===== src/design/bld_pkg.sv =====
/*
 * Package for the byte-lane decode and bus status block: lane codes,
 * transfer classes and synchroniser depth.
 * Assumes a single system clock domain; all bus pins are asynchronous to it.
 */
package bld_pkg;

	localparam int LANES      = 4;
	localparam int SYNC_STAGES = 2;

	// Active-low lane enable patterns, bit n is lane n.
	localparam logic [3:0] LANE_ALL_N   = 4'h0;
	localparam logic [3:0] LANE_NONE_N  = 4'hF;
	localparam logic [3:0] LANE_HALF0_N = 4'hC;
	localparam logic [3:0] LANE_HALF1_N = 4'h3;

	// Low address codes as seen by the decode.
	localparam logic [1:0] ADDR_0 = 2'h0;
	localparam logic [1:0] ADDR_1 = 2'h1;
	localparam logic [1:0] ADDR_2 = 2'h2;
	localparam logic [1:0] ADDR_3 = 2'h3;

	typedef enum logic [2:0] {
		XFER_BYTE,
		XFER_HALF,
		XFER_WORD,
		XFER_BLOCK
	} bld_xfer_t;

	typedef enum logic {
		DONE_IDLE,
		DONE_HELD
	} bld_done_state_t;

endpackage


===== src/design/bld_sync_if.sv =====
/*
 * Interface carrying synchronised pin levels from the input stage to the
 * decode and status logic.
 * Assumes both ends run on the same system clock.
 */
`timescale 1ns/1ps
interface bld_sync_if;
	logic [1:0] addrLow;
	logic       modeLane;
	logic       modeRead;
	logic       ackLevel;
	logic       busClk;
	logic       masterWon;
	logic       holdN;
	logic       busResetN;

	modport producer (output addrLow, modeLane, modeRead, ackLevel, busClk, masterWon, holdN, busResetN);
	modport consumer (input addrLow, modeLane, modeRead, ackLevel, busClk, masterWon, holdN, busResetN);
endinterface


===== src/design/bld_lane_status.sv =====
/*
 * Byte-lane decode and bus status outputs for a backplane bus controller.
 * Assumes the local board feeds inverted low address bits and the bus side
 * lines arrive asynchronously; all are synchronised to clk_sys first.
 * Outputs follow the pins three clk_sys edges later, so a pin pulse shorter
 * than one clock may be lost; the clock copies are sampled, not passed
 * through, and carry the same lag.
 */
//
// Overview of operation
// - Classify transfer as byte, halfword, word or block from address and mode.
// - Four active-low lane enables decoded from low address and TM0 only.
// - TM1 selects read or write only; lane enables ignore it.
// - Master-done asserts when local board is master and acknowledge is received.
// - Master-done stays set until the master-hold input is released or bus reset goes active.
// - Acknowledge monitor output is an inverted buffered acknowledge.
// - One clock copy output is the inverted bus clock.
// - Another clock copy output is the true bus clock.
// - TM0 low selects lane n; TM0 high gives word, halfwords or block.
`timescale 1ns/1ps
module bld_lane_status (
	// Clock and reset
	input  wire logic              clk_sys,
	input  wire logic              resetn,
	// Local board inputs
	input  wire logic [1:0]        addrLowInvN,
	input  wire logic              master_status_hold_n,
	input  wire logic              masterOwned,
	// Bus inputs
	input  wire logic              transferMode0,
	input  wire logic              transferMode1,
	input  wire logic              busAck,
	input  wire logic              busClock,
	input  wire logic              busResetN,
	// Lane enables, direction and transfer class
	output logic                   lane0_enable_n,
	output logic                   lane1_enable_n,
	output logic                   lane2_enable_n,
	output logic                   lane3_enable_n,
	output logic                   cycleRead,
	output bld_pkg::bld_xfer_t     transferClass,
	// Status
	output logic                   master_cycle_complete,
	output logic                   acknowledge_monitor_n,
	output logic                   bus_clock_copy,
	output logic                   busClockTrue
);
	import bld_pkg::*;

	// Position of each pin inside the synchroniser vector.
	localparam int POS_ADDR_LO = 7;
	localparam int POS_ADDR_HI = 8;
	localparam int POS_MODE0   = 6;
	localparam int POS_MODE1   = 5;
	localparam int POS_ACK     = 4;
	localparam int POS_BUSCLK  = 3;
	localparam int POS_MASTER  = 2;
	localparam int POS_HOLD    = 1;
	localparam int POS_BUSRST  = 0;
	localparam int PIN_COUNT   = 9;

	// Output levels held during reset.
	localparam logic READ_RST     = 1'b0;
	localparam logic ACK_MON_RST  = 1'b1;
	localparam logic CLK_INV_RST  = 1'b1;
	localparam logic CLK_TRUE_RST = 1'b0;

	bld_sync_if syncBus ();
	logic [PIN_COUNT-1:0] syncVec;

	bld_sync #(
		.WIDTH(PIN_COUNT)
	) uSync (
		.clk_sys (clk_sys),
		.resetn  (resetn),
		.pinIn   ({addrLowInvN, transferMode0, transferMode1, busAck, busClock,
		            masterOwned, master_status_hold_n, busResetN}),
		.syncOut (syncVec)
	);

	// The address pins already carry the inverted bus lines, so they index lanes directly.
	// Bus reset and hold keep their active-low sense through the synchroniser.
	assign syncBus.addrLow   = syncVec[POS_ADDR_HI:POS_ADDR_LO];
	assign syncBus.modeLane  = syncVec[POS_MODE0];
	assign syncBus.modeRead  = syncVec[POS_MODE1];
	assign syncBus.ackLevel  = syncVec[POS_ACK];
	assign syncBus.busClk    = syncVec[POS_BUSCLK];
	assign syncBus.masterWon = syncVec[POS_MASTER];
	assign syncBus.holdN     = syncVec[POS_HOLD];
	assign syncBus.busResetN = syncVec[POS_BUSRST];

	logic [3:0]      lanes_reg;
	logic [3:0]      lanes_next;
	bld_xfer_t       class_reg;
	bld_xfer_t       class_next;
	logic            read_reg;
	logic            read_next;
	bld_done_state_t done_reg;
	bld_done_state_t done_next;
	logic            ackMon_reg;
	logic            ackMon_next;
	logic            clkInv_reg;
	logic            clkInv_next;
	logic            clkTrue_reg;
	logic            clkTrue_next;

	// Lane decode uses only the address and TM0; TM1 never reaches it.
	always_comb begin
		lanes_next = LANE_NONE_N;
		if (!syncBus.modeLane) begin
			lanes_next[syncBus.addrLow] = 1'b0;
		end else begin
			unique case (syncBus.addrLow)
				ADDR_0: lanes_next = LANE_ALL_N;
				ADDR_1: lanes_next = LANE_HALF0_N;
				ADDR_2: lanes_next = LANE_ALL_N;
				ADDR_3: lanes_next = LANE_HALF1_N;
			endcase
		end
	end

	always_ff @(posedge clk_sys or negedge resetn) begin
		if (!resetn) begin
			lanes_reg <= LANE_NONE_N;
		end else begin
			lanes_reg <= lanes_next;
		end
	end

	// Class and direction sit in their own group, so a TM1 change can only move cycleRead.
	always_comb begin
		class_next = XFER_BYTE;
		if (syncBus.modeLane) begin
			unique case (syncBus.addrLow)
				ADDR_0: class_next = XFER_WORD;
				ADDR_1: class_next = XFER_HALF;
				ADDR_2: class_next = XFER_BLOCK;
				ADDR_3: class_next = XFER_HALF;
			endcase
		end else begin
			class_next = XFER_BYTE;
		end
		read_next = syncBus.modeRead;
	end

	always_ff @(posedge clk_sys or negedge resetn) begin
		if (!resetn) begin
			class_reg <= XFER_BYTE;
			read_reg  <= READ_RST;
		end else begin
			class_reg <= class_next;
			read_reg  <= read_next;
		end
	end

	// Hold is active low: a held flag survives any number of acknowledges until release.
	always_comb begin
		done_next = done_reg;
		unique case (done_reg)
			DONE_IDLE: begin
				if (syncBus.masterWon && syncBus.ackLevel) begin
					done_next = DONE_HELD;
				end
			end
			DONE_HELD: begin
				if (syncBus.holdN) begin
					done_next = DONE_IDLE;
				end
			end
		endcase
		if (!syncBus.busResetN) begin
			done_next = DONE_IDLE;
		end
	end

	// The synchroniser wakes with zeros, so the bus reset reads active after a system
	// reset and done stays low until real pin levels have arrived.
	always_ff @(posedge clk_sys or negedge resetn) begin
		if (!resetn) begin
			done_reg <= DONE_IDLE;
		end else begin
			done_reg <= done_next;
		end
	end

	// Clock copies pass through the synchroniser, so they lag the bus clock by about three cycles.
	always_comb begin
		ackMon_next  = ~syncBus.ackLevel;
		clkInv_next  = ~syncBus.busClk;
		clkTrue_next = syncBus.busClk;
	end

	always_ff @(posedge clk_sys or negedge resetn) begin
		if (!resetn) begin
			ackMon_reg  <= ACK_MON_RST;
			clkInv_reg  <= CLK_INV_RST;
			clkTrue_reg <= CLK_TRUE_RST;
		end else begin
			ackMon_reg  <= ackMon_next;
			clkInv_reg  <= clkInv_next;
			clkTrue_reg <= clkTrue_next;
		end
	end

	assign lane0_enable_n        = lanes_reg[0];
	assign lane1_enable_n        = lanes_reg[1];
	assign lane2_enable_n        = lanes_reg[2];
	assign lane3_enable_n        = lanes_reg[3];
	assign transferClass         = class_reg;
	assign cycleRead             = read_reg;

	// The done state is a single flop, so the flag is that flop's bit.
	assign master_cycle_complete = (done_reg == DONE_HELD);
	assign acknowledge_monitor_n = ackMon_reg;
	assign bus_clock_copy        = clkInv_reg;
	assign busClockTrue          = clkTrue_reg;

endmodule // bld_lane_status


===== src/design/bld_sync.sv =====
/*
 * Two-stage synchroniser bank for every asynchronous input of the block.
 * Assumes the pins are asynchronous to clk_sys; the first stage feeds only
 * the second.
 */
`timescale 1ns/1ps
module bld_sync #(
	parameter int WIDTH = 10
) (
	// Clock and reset
	input  wire logic             clk_sys,
	input  wire logic             resetn,
	// Raw pins
	input  wire logic [WIDTH-1:0] pinIn,
	// Synchronised levels
	output logic      [WIDTH-1:0] syncOut
);
	import bld_pkg::*;

	logic [WIDTH-1:0] stage1_reg;
	logic [WIDTH-1:0] stage1_next;
	logic [WIDTH-1:0] stage2_reg;
	logic [WIDTH-1:0] stage2_next;

	always_comb begin
		stage1_next = pinIn;
		stage2_next = stage1_reg;
	end

	always_ff @(posedge clk_sys or negedge resetn) begin
		if (!resetn) begin
			stage1_reg <= '0;
			stage2_reg <= '0;
		end else begin
			stage1_reg <= stage1_next;
			stage2_reg <= stage2_next;
		end
	end

	assign syncOut = stage2_reg;

endmodule // bld_sync


===== config.mk =====
export PLATFORM = sky130hd
export DESIGN_NAME = bld_lane_status
export DESIGN_NICKNAME = d
export VERILOG_FILES = /design/src/design/bld_pkg.sv /design/src/design/bld_sync_if.sv /design/src/design/bld_lane_status.sv /design/src/design/bld_sync.sv
export SDC_FILE = /design/constraint.sdc
export NUM_CORES = 1
export LEC_CHECK = 0
export ABC_AREA = 1
export BUFFER_PORTS_ARGS = -buffer_cell sky130_fd_sc_hd__clkbuf_2
export CAP_MARGIN = 25
export CORE_UTILIZATION = 50
export DETAILED_ROUTE_END_ITERATION = 7
export PLACE_DENSITY = 0.77
export SKIP_LAST_GASP = 1
export SLEW_MARGIN = 20
export SYNTH_ARGS = -nofsm -noshare
export SYNTH_HDL_FRONTEND = slang
export SYNTH_HIERARCHICAL = 1
export SYNTH_SLANG_ARGS = --single-unit

===== constraint.sdc =====
create_clock -name clk_sys -period 2.1 [get_ports clk_sys]
set_input_delay 0.21 -clock clk_sys [delete_from_list [all_inputs] [get_ports clk_sys]]
set_output_delay 0.21 -clock clk_sys [all_outputs]
set_load 0.005 [all_outputs]

==> results.json, run 1 <==
{
  "p_per_area_nw_per_um2": 882,
  "grt_max_degree": 30,
  "globalRouteOverflowTotal": 0,
  "count_of_buffers_added_by_post_cts_timing_repair_for_setup": 0,
  "postSynthRegisterBits": 29,
  "mostFrequentLayoutCell": "sky130_fd_sc_hd__dfrtp_1",
  "final_cell_count_without_fillers": 105,
  "seq_area_um2": 733,
  "category_of_the_most_critical_setup_path": "reg -> out",
  "clkLatencyLatePin_ns": 0.31,
  "num-fill-cells": 111,
  "number_of_buffers_created_by_cts": 5,
  "multi_input_comb_area_um2": 66.3,
  "ctsHtreeMaxLevel": 2,
  "clk_transition_reported_paths_ns": 0.09,
  "setup.worst_path.end": "lane0_enable_n",
  "critPathLaunch": "lanes_reg[0]",
  "post-dp-hpwl_um": 529,
  "clkSinkCount": 29,
  "num_vias": 455,
  "die_width_um": 42.6,
  "path_delay_family": "flip-flops",
  "synthCells": 51,
  "floorplan.rows": 14,
  "netlist_area_um2": 826,
  "ctsResizeCount": 0,
  "floorplan.initialDensity": 0.542,
  "dp_cells": 87,
  "leakage_nw": 0.557,
  "fp.coreArea_um2": 1520,
  "max-vdd-ir-drop_mv": 0.666,
  "drive_above_1_share": 0.393,
  "r2r_slack_ns": 1.33,
  "final_slew_viol_count": 0,
  "crit_path_max_fanout": 1,
  "grtUsageTotal": 0.148,
  "max-clock-path-buffers": 2,
  "post-layout-total-power_uw": 969,
  "worstPathArrival_ns": 0.94,
  "drtAntennaViolNets": 0,
  "yosys.area.top_type": "sky130_fd_sc_hd__dfrtp_1",
  "wl_cell_um": 9.33,
  "place_congestion": 0.604,
  "die_y_um": 42.6,
  "area_growth_syn_to_layout_pct": 33.0,
  "top_library_cells_by_usage_in_the_layout_fill_and_taps_aside": "sky130_fd_sc_hd__dfrtp_1 (23), sky130_fd_sc_hd__clkbuf_2 (21), sky130_fd_sc_hd__dlygate4sd3_1 (10)",
  "ioPinCount": 23,
  "worst-endpoint-required_ns": 1.89,
  "insertedDiodeCount": 0,
  "peak_freq_ghz": 0.869,
  "timing.slew.headroom": 0.572,
  "cts_tree": "built",
  "critical_path_cell_list": "clkbuf_2",
  "clock-skew-final_ns": 0.0101,
  "port_buffers": 21,
  "vias_per_cell": 4.33,
  "setup-tns-final_ns": 0,
  "ys_top_cells_by_area": "sky130_fd_sc_hd__dfrtp_1 (70%), sky130_fd_sc_hd__dfstp_2 (19%), sky130_fd_sc_hd__nand2_1 (3.6%)",
  "timing.critical_path.slowest_stage_cell": "sky130_fd_sc_hd__dfstp_2",
  "die-area_um2": 1820,
  "yosysTopAreaCellShare": 0.697,
  "cp-end-kind": "output pin",
  "period_share": 0.548,
  "first_pass_grt_wire_length_mm": 1.71,
  "post_synthesis_sequential_area_ratio": 0.888,
  "syn_avg_cell_area_um2": 16.2,
  "tightestPinTransition_ns": 0.642,
  "timing.rr.start": "uSync/syncOut[7]",
  "final.min_clock_period_ns": 1.15,
  "detailedRoute.firstIterationViolations": 7,
  "critical_path_cell_count": 1,
  "finalNetCount": 99,
  "first_global_vias": 410,
  "maxCapViolCount": 0,
  "root_buf_cell": "sky130_fd_sc_hd__clkbuf_4",
  "drt-pass1-iter-count": 6,
  "netlist_cell_types": 9,
  "finalSetupViolations": 0,
  "yosysWarnings": 6,
  "holdCritPathClass": "reg -> reg",
  "worstRegToRegCells": 4,
  "final_hold_viol_count": 0,
  "rsz0062_at_grt": "no",
  "timing.critical_path.buf_inv": 1,
  "syn_nets": 62,
  "totalWireLength_um": 980,
  "drcViolationCount": 0,
  "timing.critical_path.from_type": "flop",
  "antenna_found_initial": 0,
  "run_status": "finished, final reports clean",
  "regToRegEndpoint": "lanes_reg[2]",
  "cts_hold_buffers": 10,
  "cp_slowest_stage_delay_ns": 0.53
}
==> cell type report <==
type / count / share of cell area
clock buffer: 5 / 0.0342
clock inverter: 3 / 0.0159
inverter: 5 / 0.0171
multi-input combinational: 16 / 0.0604
sequential: 29 / 0.667
tap: 16 / 0.0182
timing repair buffer: 31 / 0.187
==> logic make-up after synthesis <==
family,count (synthesis),share of synthesized area
flops,29,0.888
simple gates,10,0.0455
buf+inv,6,0.0318
compound gates,5,0.0303
other cells,1,0.00454
==> cell usage after synthesis <==
cell type	count
sky130_fd_sc_hd__dfrtp_1	23
sky130_fd_sc_hd__nand2_1	8
sky130_fd_sc_hd__dfstp_2	6
sky130_fd_sc_hd__inv_1	5
sky130_fd_sc_hd__a21oi_1	3
sky130_fd_sc_hd__nor2_1	2
sky130_fd_sc_hd__o21ai_0	2
sky130_fd_sc_hd__buf_4	1
sky130_fd_sc_hd__conb_1	1
==> stage by stage <==
stage	setup WS, ns	hold WS, ns	util	cell area, µm²
global placement	1.30	0.257	0.619	943
CTS	0.924	0.341	0.721	1100
detailed placement	1.29	0.261	0.619	943
floorplan	1.39	-0.0856	-	826
global route	0.887	0.337	0.721	1100
finish	0.950	0.343	0.721	1100
==> metal layers <==
metal  vias to the layer above  part of all wire  GRT usage  wire (µm)
li1                        226                 -          -          -
met1                       205              0.38      0.154        375
met2                        22              0.53      0.212        515
met3                         2             0.081      0.103         79
met4                         0            0.0092     0.0938          9
met5                         -                 0          0          0
==> worst min-delay path by stage <==
stage | cells after the start | slack, ns | endpoint | from
2_1_floorplan | 0 | -0.09 | busClockTrue | resetn
3_3_place_gp | 1 | 0.26 | master_cycle_complete | resetn
3_5_place_dp | 1 | 0.26 | busClockTrue | resetn
4_1_cts | 0 | 0.34 | uSync/syncOut[1] | uSync/stage1_reg[1]
5_1_grt | 0 | 0.34 | uSync/syncOut[4] | uSync/stage1_reg[4]
6_report | 0 | 0.34 | uSync/syncOut[1] | uSync/stage1_reg[1]
==> where the power goes <==
part | switching, mW | leakage (nW) | total [mW] | internal (mW)
clock | 0.178 | 0.0310 | 0.304 | 0.126
combinational | 0.0283 | 0.192 | 0.0602 | 0.0319
sequential | 0.0103 | 0.335 | 0.605 | 0.595
total | 0.217 | 0.557 | 0.969 | 0.752
No activity file was read; power rests on OpenSTA's default activity.
==> run 2, diff against run 1 <==
Settings changed: ABC_AREA 1 to 0, CORE_UTILIZATION 50 to 48, PLACE_DENSITY 0.77 to 0.74.
Clock period 2.1 ns to 1.17 ns, I/O delays scaled along.
==> results.json, run 2 <==
{
  "cts_tree": "built",
  "grtUsageTotal": 0.145,
  "floorplan.rows": 14,
  "p_sw_uw": 356,
  "drt-pass1-iter-count": 5,
  "drcViolationCount": 6,
  "r2r_slack_ns": 0.31,
  "worstPathArrival_ns": 0.92,
  "p_comb_frac": 0.061,
  "die-area_um2": 1890,
  "first_pass_grt_wire_length_mm": 1.79,
  "clkLatencyLatePin_ns": 0.31,
  "ctsResizeCount": 0,
  "maxCapViolCount": 0,
  "critPathLaunch": "bus_clock_copy",
  "clock-skew-final_ns": 0.00618,
  "top_library_cells_by_usage_in_the_layout_fill_and_taps_aside": "sky130_fd_sc_hd__dfrtp_1 (23), sky130_fd_sc_hd__clkbuf_2 (21), sky130_fd_sc_hd__dlygate4sd3_1 (10)",
  "clk_transition_reported_paths_ns": 0.08,
  "worstRegToRegCells": 1,
  "category_of_the_most_critical_setup_path": "reg -> out",
  "ctsHtreeMaxLevel": 2,
  "worst-endpoint-required_ns": 1.05,
  "peak_freq_ghz": 0.961,
  "critical_path_cell_list": "clkbuf_2",
  "insertedDiodeCount": 0,
  "intPower_mw": 1.41,
  "setup.worst_path.end": "bus_clock_copy",
  "post_synthesis_sequential_area_ratio": 0.887,
  "final_slew_viol_count": 0,
  "die_y_um": 43.5,
  "fin_hold_ws_ns": 0.332,
  "p_per_area_nw_per_um2": 1600,
  "totalWireLength_mm": 1.03,
  "ioPinCount": 23,
  "multi_input_comb_area_um2": 71.3,
  "num_vias": 458,
  "final_cell_count_without_fillers": 99,
  "finalSetupViolations": 0,
  "netlist_area_um2": 827,
  "number_of_enable_type_register_cells_in_the_synthesized_netlist": 0,
  "mostFrequentLayoutCell": "sky130_fd_sc_hd__dfrtp_1",
  "final.min_clock_period_ns": 1.04,
  "finalNetCount": 94,
  "max-clock-path-buffers": 2,
  "floorplan.initialDensity": 0.530,
  "globalRouteOverflowTotal": 0,
  "timing.critical_path.from_type": "flop",
  "leakage_nw": 0.548,
  "netlist_cell_types": 14,
  "drive_above_1_share": 0.446,
  "clock_power_share": 0.324,
  "syn_avg_cell_area_um2": 18.4,
  "timing.critical_path.slowest_stage_cell": "sky130_fd_sc_hd__dfstp_2",
  "die_width_um": 43.5,
  "num-fill-cells": 116,
  "vias_per_cell": 4.63,
  "setup-tns-final_ns": 0,
  "yosysWarnings": 6,
  "placement.cell_area_um2": 952,
  "crit_path_max_fanout": 1,
  "final_cell_area_um2": 1110,
  "port_buffers": 21,
  "root_buf_cell": "sky130_fd_sc_hd__clkbuf_4",
  "postSynth.asyncResetShare": 1.00,
  "cp-end-kind": "output pin",
  "grt_max_degree": 30,
  "path_delay_family": "flip-flops",
  "period_share": 0.889,
  "drtAntennaViolNets": 0,
  "cp_slowest_stage_delay_ns": 0.52,
  "synthCells": 45,
  "regToRegEndpoint": "lanes_reg[0]",
  "wl_cell_um": 10.4,
  "holdCritPathClass": "in -> async",
  "max-vdd-ir-drop_mv": 0.994,
  "dp_cells": 82,
  "power.share.sequential": 0.614,
  "timing.rr.start": "uSync/syncOut[7]",
  "syn_nets": 56,
  "yosys.area.top_type": "sky130_fd_sc_hd__dfrtp_1",
  "rsz0062_at_grt": "no",
  "final_hold_viol_count": 0,
  "timing.critical_path.buf_inv": 1,
  "number_of_buffers_created_by_cts": 5,
  "synthFlopType": "sky130_fd_sc_hd__dfrtp_1",
  "run_status": "finished, violations left",
  "yosysTopAreaCellShare": 0.696,
  "fp.coreArea_um2": 1560,
  "critical_path_cell_count": 1,
  "antenna_found_initial": 0,
  "place_congestion": 0.654,
  "yosys-top-cells-count": "sky130_fd_sc_hd__dfrtp_1 (23), sky130_fd_sc_hd__dfstp_2 (6), sky130_fd_sc_hd__inv_1 (3)",
  "detailedRoute.firstIterationViolations": 7,
  "ys_top_cells_by_area": "sky130_fd_sc_hd__dfrtp_1 (70%), sky130_fd_sc_hd__dfstp_2 (19%), sky130_fd_sc_hd__inv_1 (1.4%)",
  "synth_most_common_cell": "sky130_fd_sc_hd__dfrtp_1",
  "violations_in_the_final_reports": "DRC",
  "first_global_vias": 461,
  "seq_area_um2": 733,
  "postSynthRegisterBits": 29,
  "clkSinkCount": 29,
  "net_switching_share_of_the_total_power": 0.202,
  "area_growth_syn_to_layout_pct": 33.9
}
-- run 2: per-stage QoR --
stage | setup slack [ns] | power (mW) | utilization
floorplan | 0.350 | 1.13 | -
global placement | 0.340 | 1.19 | 0.611
detailed placement | 0.321 | 1.19 | 0.611
CTS | 0.111 | 1.79 | 0.710
global route | 0.0891 | 1.86 | 0.710
finish | 0.130 | 1.77 | 0.710
-- run 2: what timing repair did --
action	in CTS	in global routing
buffers inserted	0	0
hold buffers	10	0
endpoints found under the hold margin	32	0
-- run 2: cell families (layout without fill, tap and decap cells) --
group / count (synthesis) / in the layout / synth area share
AO/OA/AOI/OAI: 2 / 2 / 0.0121
adder cells (fa/ha/maj): 2 / 2 / 0.0257
buffers and inverters: 5 / 43 / 0.0272
flip-flops: 29 / 29 / 0.887
other: 1 / 1 / 0.00453
AND/OR/NAND/NOR: 6 / 6 / 0.0439
-- run 2: worst min-delay path by stage --
stage / startpoint / end / slack (ns) / cells past startpoint
after floorplan: resetn / busClockTrue / -0.18 / 0
after global placement: resetn / master_cycle_complete / 0.13 / 2
after detailed placement: resetn / cycleRead / 0.13 / 2
after CTS: resetn / cycleRead / 0.33 / 3
after global routing: uSync/stage1_reg[4] / uSync/syncOut[4] / 0.35 / 0
final: resetn / cycleRead / 0.33 / 3
-- run 2: final cells by class --
type / instances / share of cell area
clock buffer: 7 / 0.0497
inverter: 4 / 0.0136
multi-input combinational: 11 / 0.0644
sequential: 29 / 0.662
tap: 16 / 0.0181
timing repair buffer: 32 / 0.192
-- run 2: routing by layer --
layer  part of all wire  wire length [µm]  GRT usage  up-vias
li1                   -                 -          -      213
met3              0.062                64     0.0750        3
met5                  0                 0          0        -
met1               0.38               389      0.134      224
met4              0.030                31      0.113        0
met2               0.53               548      0.236       18
-- run 2: power by group through the flow --
stage	registers, mW	clock network (mW)	logic, mW
finish	1.09	0.573	0.108
global route	1.09	0.642	0.122
global placement	1.10	0	0.0823
detailed placement	1.11	0	0.0839
CTS	1.09	0.598	0.110
floorplan	1.11	0	0.0212
==> run 3, diff against run 2 <==
Settings changed: CORE_UTILIZATION 48 to 47, PLACE_DENSITY 0.74 to 0.73, SETUP_SLACK_MARGIN set to 0.2, SYNTH_HIERARCHICAL 1 to not set.
==> results.json, run 3 <==
{
  "die_width_um": 43.9,
  "max-vdd-ir-drop_mv": 0.981,
  "syn_avg_cell_area_um2": 18.4,
  "clk_transition_reported_paths_ns": 0.08,
  "maxCapViolCount": 0,
  "yosysWarnings": 0,
  "root_buf_cell": "sky130_fd_sc_hd__clkbuf_4",
  "category_of_the_most_critical_setup_path": "reg -> out",
  "peak_freq_ghz": 0.964,
  "worstPathArrival_ns": 0.92,
  "finalNetCount": 93,
  "antenna_found_initial": 0,
  "clkSinkCount": 29,
  "worst-endpoint-required_ns": 1.05,
  "timing.critical_path.slowest_stage_cell": "sky130_fd_sc_hd__dfstp_2",
  "timing.critical_path.from_type": "flop",
  "port_buffers": 21,
  "period_share": 0.887,
  "totalWireLength_mm": 1.07,
  "path_delay_family": "flip-flops",
  "leakage_nw": 0.540,
  "final.min_clock_period_ns": 1.04,
  "yosys-top-cells-count": "sky130_fd_sc_hd__dfrtp_1 (23), sky130_fd_sc_hd__dfstp_2 (6), sky130_fd_sc_hd__inv_1 (3)",
  "drt-pass1-iter-count": 6,
  "num-fill-cells": 108,
  "regToRegEndpoint": "lanes_reg[2]",
  "number_of_enable_type_register_cells_in_the_synthesized_netlist": 0,
  "netlist_area_um2": 826,
  "placement.cell_area_um2": 943,
  "floorplan.initialDensity": 0.524,
  "vias_per_cell": 4.46,
  "die-area_um2": 1930,
  "yosys.area.top_type": "sky130_fd_sc_hd__dfrtp_1",
  "holdCritPathClass": "reg -> reg",
  "post-dp-hpwl_um": 612,
  "ctsHtreeMaxLevel": 2,
  "synth_most_common_cell": "sky130_fd_sc_hd__dfrtp_1",
  "area_growth_syn_to_layout_pct": 33.0,
  "timing.critical_path.buf_inv": 1,
  "netlist_cell_types": 13,
  "postSynthRegisterBits": 29,
  "clkLatencyLatePin_ns": 0.30,
  "final_cell_area_um2": 1100,
  "layout.core_utilization": 0.697,
  "cts_tree": "built",
  "cp_slowest_stage_delay_ns": 0.52,
  "setup-tns-final_ns": 0,
  "clock-skew-final_ns": 0.00416,
  "critical_path_cell_list": "clkbuf_2",
  "tightestPinTransition_ns": 0.650,
  "fp.coreArea_um2": 1580,
  "multi_input_comb_area_um2": 70.1,
  "count_of_buffers_added_by_post_cts_timing_repair_for_setup": 0,
  "holdCritStartpoint": "uSync.stage1_reg[1]",
  "ioPinCount": 23,
  "yosysTopAreaCellShare": 0.697,
  "detailedRoute.firstIterationViolations": 5,
  "seq_area_um2": 733,
  "insertedDiodeCount": 0,
  "postSynth.asyncResetShare": 1.00,
  "max-clock-path-buffers": 2,
  "post_synthesis_sequential_area_ratio": 0.888,
  "num_vias": 442,
  "drtAntennaViolNets": 0,
  "worstRegToRegCells": 1,
  "ys_top_cells_by_area": "sky130_fd_sc_hd__dfrtp_1 (70%), sky130_fd_sc_hd__dfstp_2 (19%), sky130_fd_sc_hd__maj3_2 (2.7%)",
  "place_congestion": 0.612,
  "critical_path_cell_count": 1,
  "first_pass_grt_wire_length_mm": 1.92,
  "setup.worst_path.end": "acknowledge_monitor_n",
  "final_slew_viol_count": 0,
  "grtUsageTotal": 0.153,
  "finalSetupViolations": 0,
  "top_library_cells_by_usage_in_the_layout_fill_and_taps_aside": "sky130_fd_sc_hd__dfrtp_1 (23), sky130_fd_sc_hd__clkbuf_2 (20), sky130_fd_sc_hd__dlygate4sd3_1 (10)",
  "timing.slew.headroom": 0.567,
  "final_hold_viol_count": 0,
  "synthFlopType": "sky130_fd_sc_hd__dfrtp_1",
  "crit_path_max_fanout": 1,
  "cp-end-kind": "output pin",
  "timing.rr.start": "uSync.syncOut[7]",
  "globalRouteOverflowTotal": 0,
  "wl_cell_um": 10.8,
  "run_status": "finished, final reports clean",
  "floorplan.rows": 14,
  "number_of_buffers_created_by_cts": 5,
  "drcViolationCount": 0,
  "rsz0062_at_grt": "yes",
  "p_per_area_nw_per_um2": 1560,
  "syn_nets": 56,
  "synthCells": 45,
  "grt_max_degree": 30,
  "critPathLaunch": "acknowledge_monitor_n",
  "die_y_um": 43.9,
  "first_global_vias": 483,
  "r2r_slack_ns": 0.32,
  "mostFrequentLayoutCell": "sky130_fd_sc_hd__dfrtp_1",
  "drive_above_1_share": 0.422
}
-- run 3: cell counts in the layout (fill, tap and decap cells not counted) --
No cell type changed its count.
-- run 3: layout make-up --
class / count / share of cell area
clock buffer: 8 / 0.0444
inverter: 4 / 0.0137
multi-input combinational: 11 / 0.0638
sequential: 29 / 0.667
tap: 16 / 0.0182
timing repair buffer: 31 / 0.192
-- run 3: how the worst min path moves through the flow --
stage                            end  cells after the start
global placement    uSync.syncOut[3]                      1
detailed placement      busClockTrue                      1
floorplan               busClockTrue                      0
finish              uSync.syncOut[1]                      0
CTS                 uSync.syncOut[4]                      0
global route        uSync.syncOut[8]                      0
-- run 3: report_power, final --
| part | switching, mW | internal (mW) | leakage, nW |
|---|---|---|---|
| Clock | 0.281 | 0.239 | 0.0265 |
| Combinational | 0.0472 | 0.0623 | 0.179 |
| Sequential | 0.0205 | 1.07 | 0.335 |
-- run 3: kinds of logic after synthesis --
group | count (synthesis) | share of synthesized area
AND/OR/NAND/NOR | 6 | 0.0409
other | 1 | 0.00454
AO/OA/AOI/OAI | 2 | 0.0121
flip-flops | 29 | 0.888
buffers and inverters | 5 | 0.0273
adder cells (fa/ha/maj) | 2 | 0.0273
-- run 3: layer usage --
| metal | vias up | part of all wire | GRT usage |
|---|---|---|---|
| met3 | 4 | 0.081 | 0.0875 |
| li1 | 211 | - | - |
| met1 | 201 | 0.37 | 0.144 |
| met4 | 0 | 0.024 | 0.109 |
| met5 | - | 0 | 0 |
| met2 | 26 | 0.52 | 0.248 |
-- run 3: per-stage QoR --
stage,std cells,power (mW),worst slack [ns],hold WS [ns]
finish,99,1.72,0.132,0.349
global route,99,1.81,0.0795,0.356
detailed placement,81,1.19,0.342,0.177
global placement,81,1.18,0.370,0.172
CTS,99,1.75,0.106,0.352
floorplan,45,1.13,0.378,-0.179
-- run 3: what timing repair did --
item,in CTS,in global routing
resized for setup,0,1
pin swaps,0,0
endpoints found under the setup margin,6,7
endpoints found under the hold margin,32,0
hold buffers,10,0
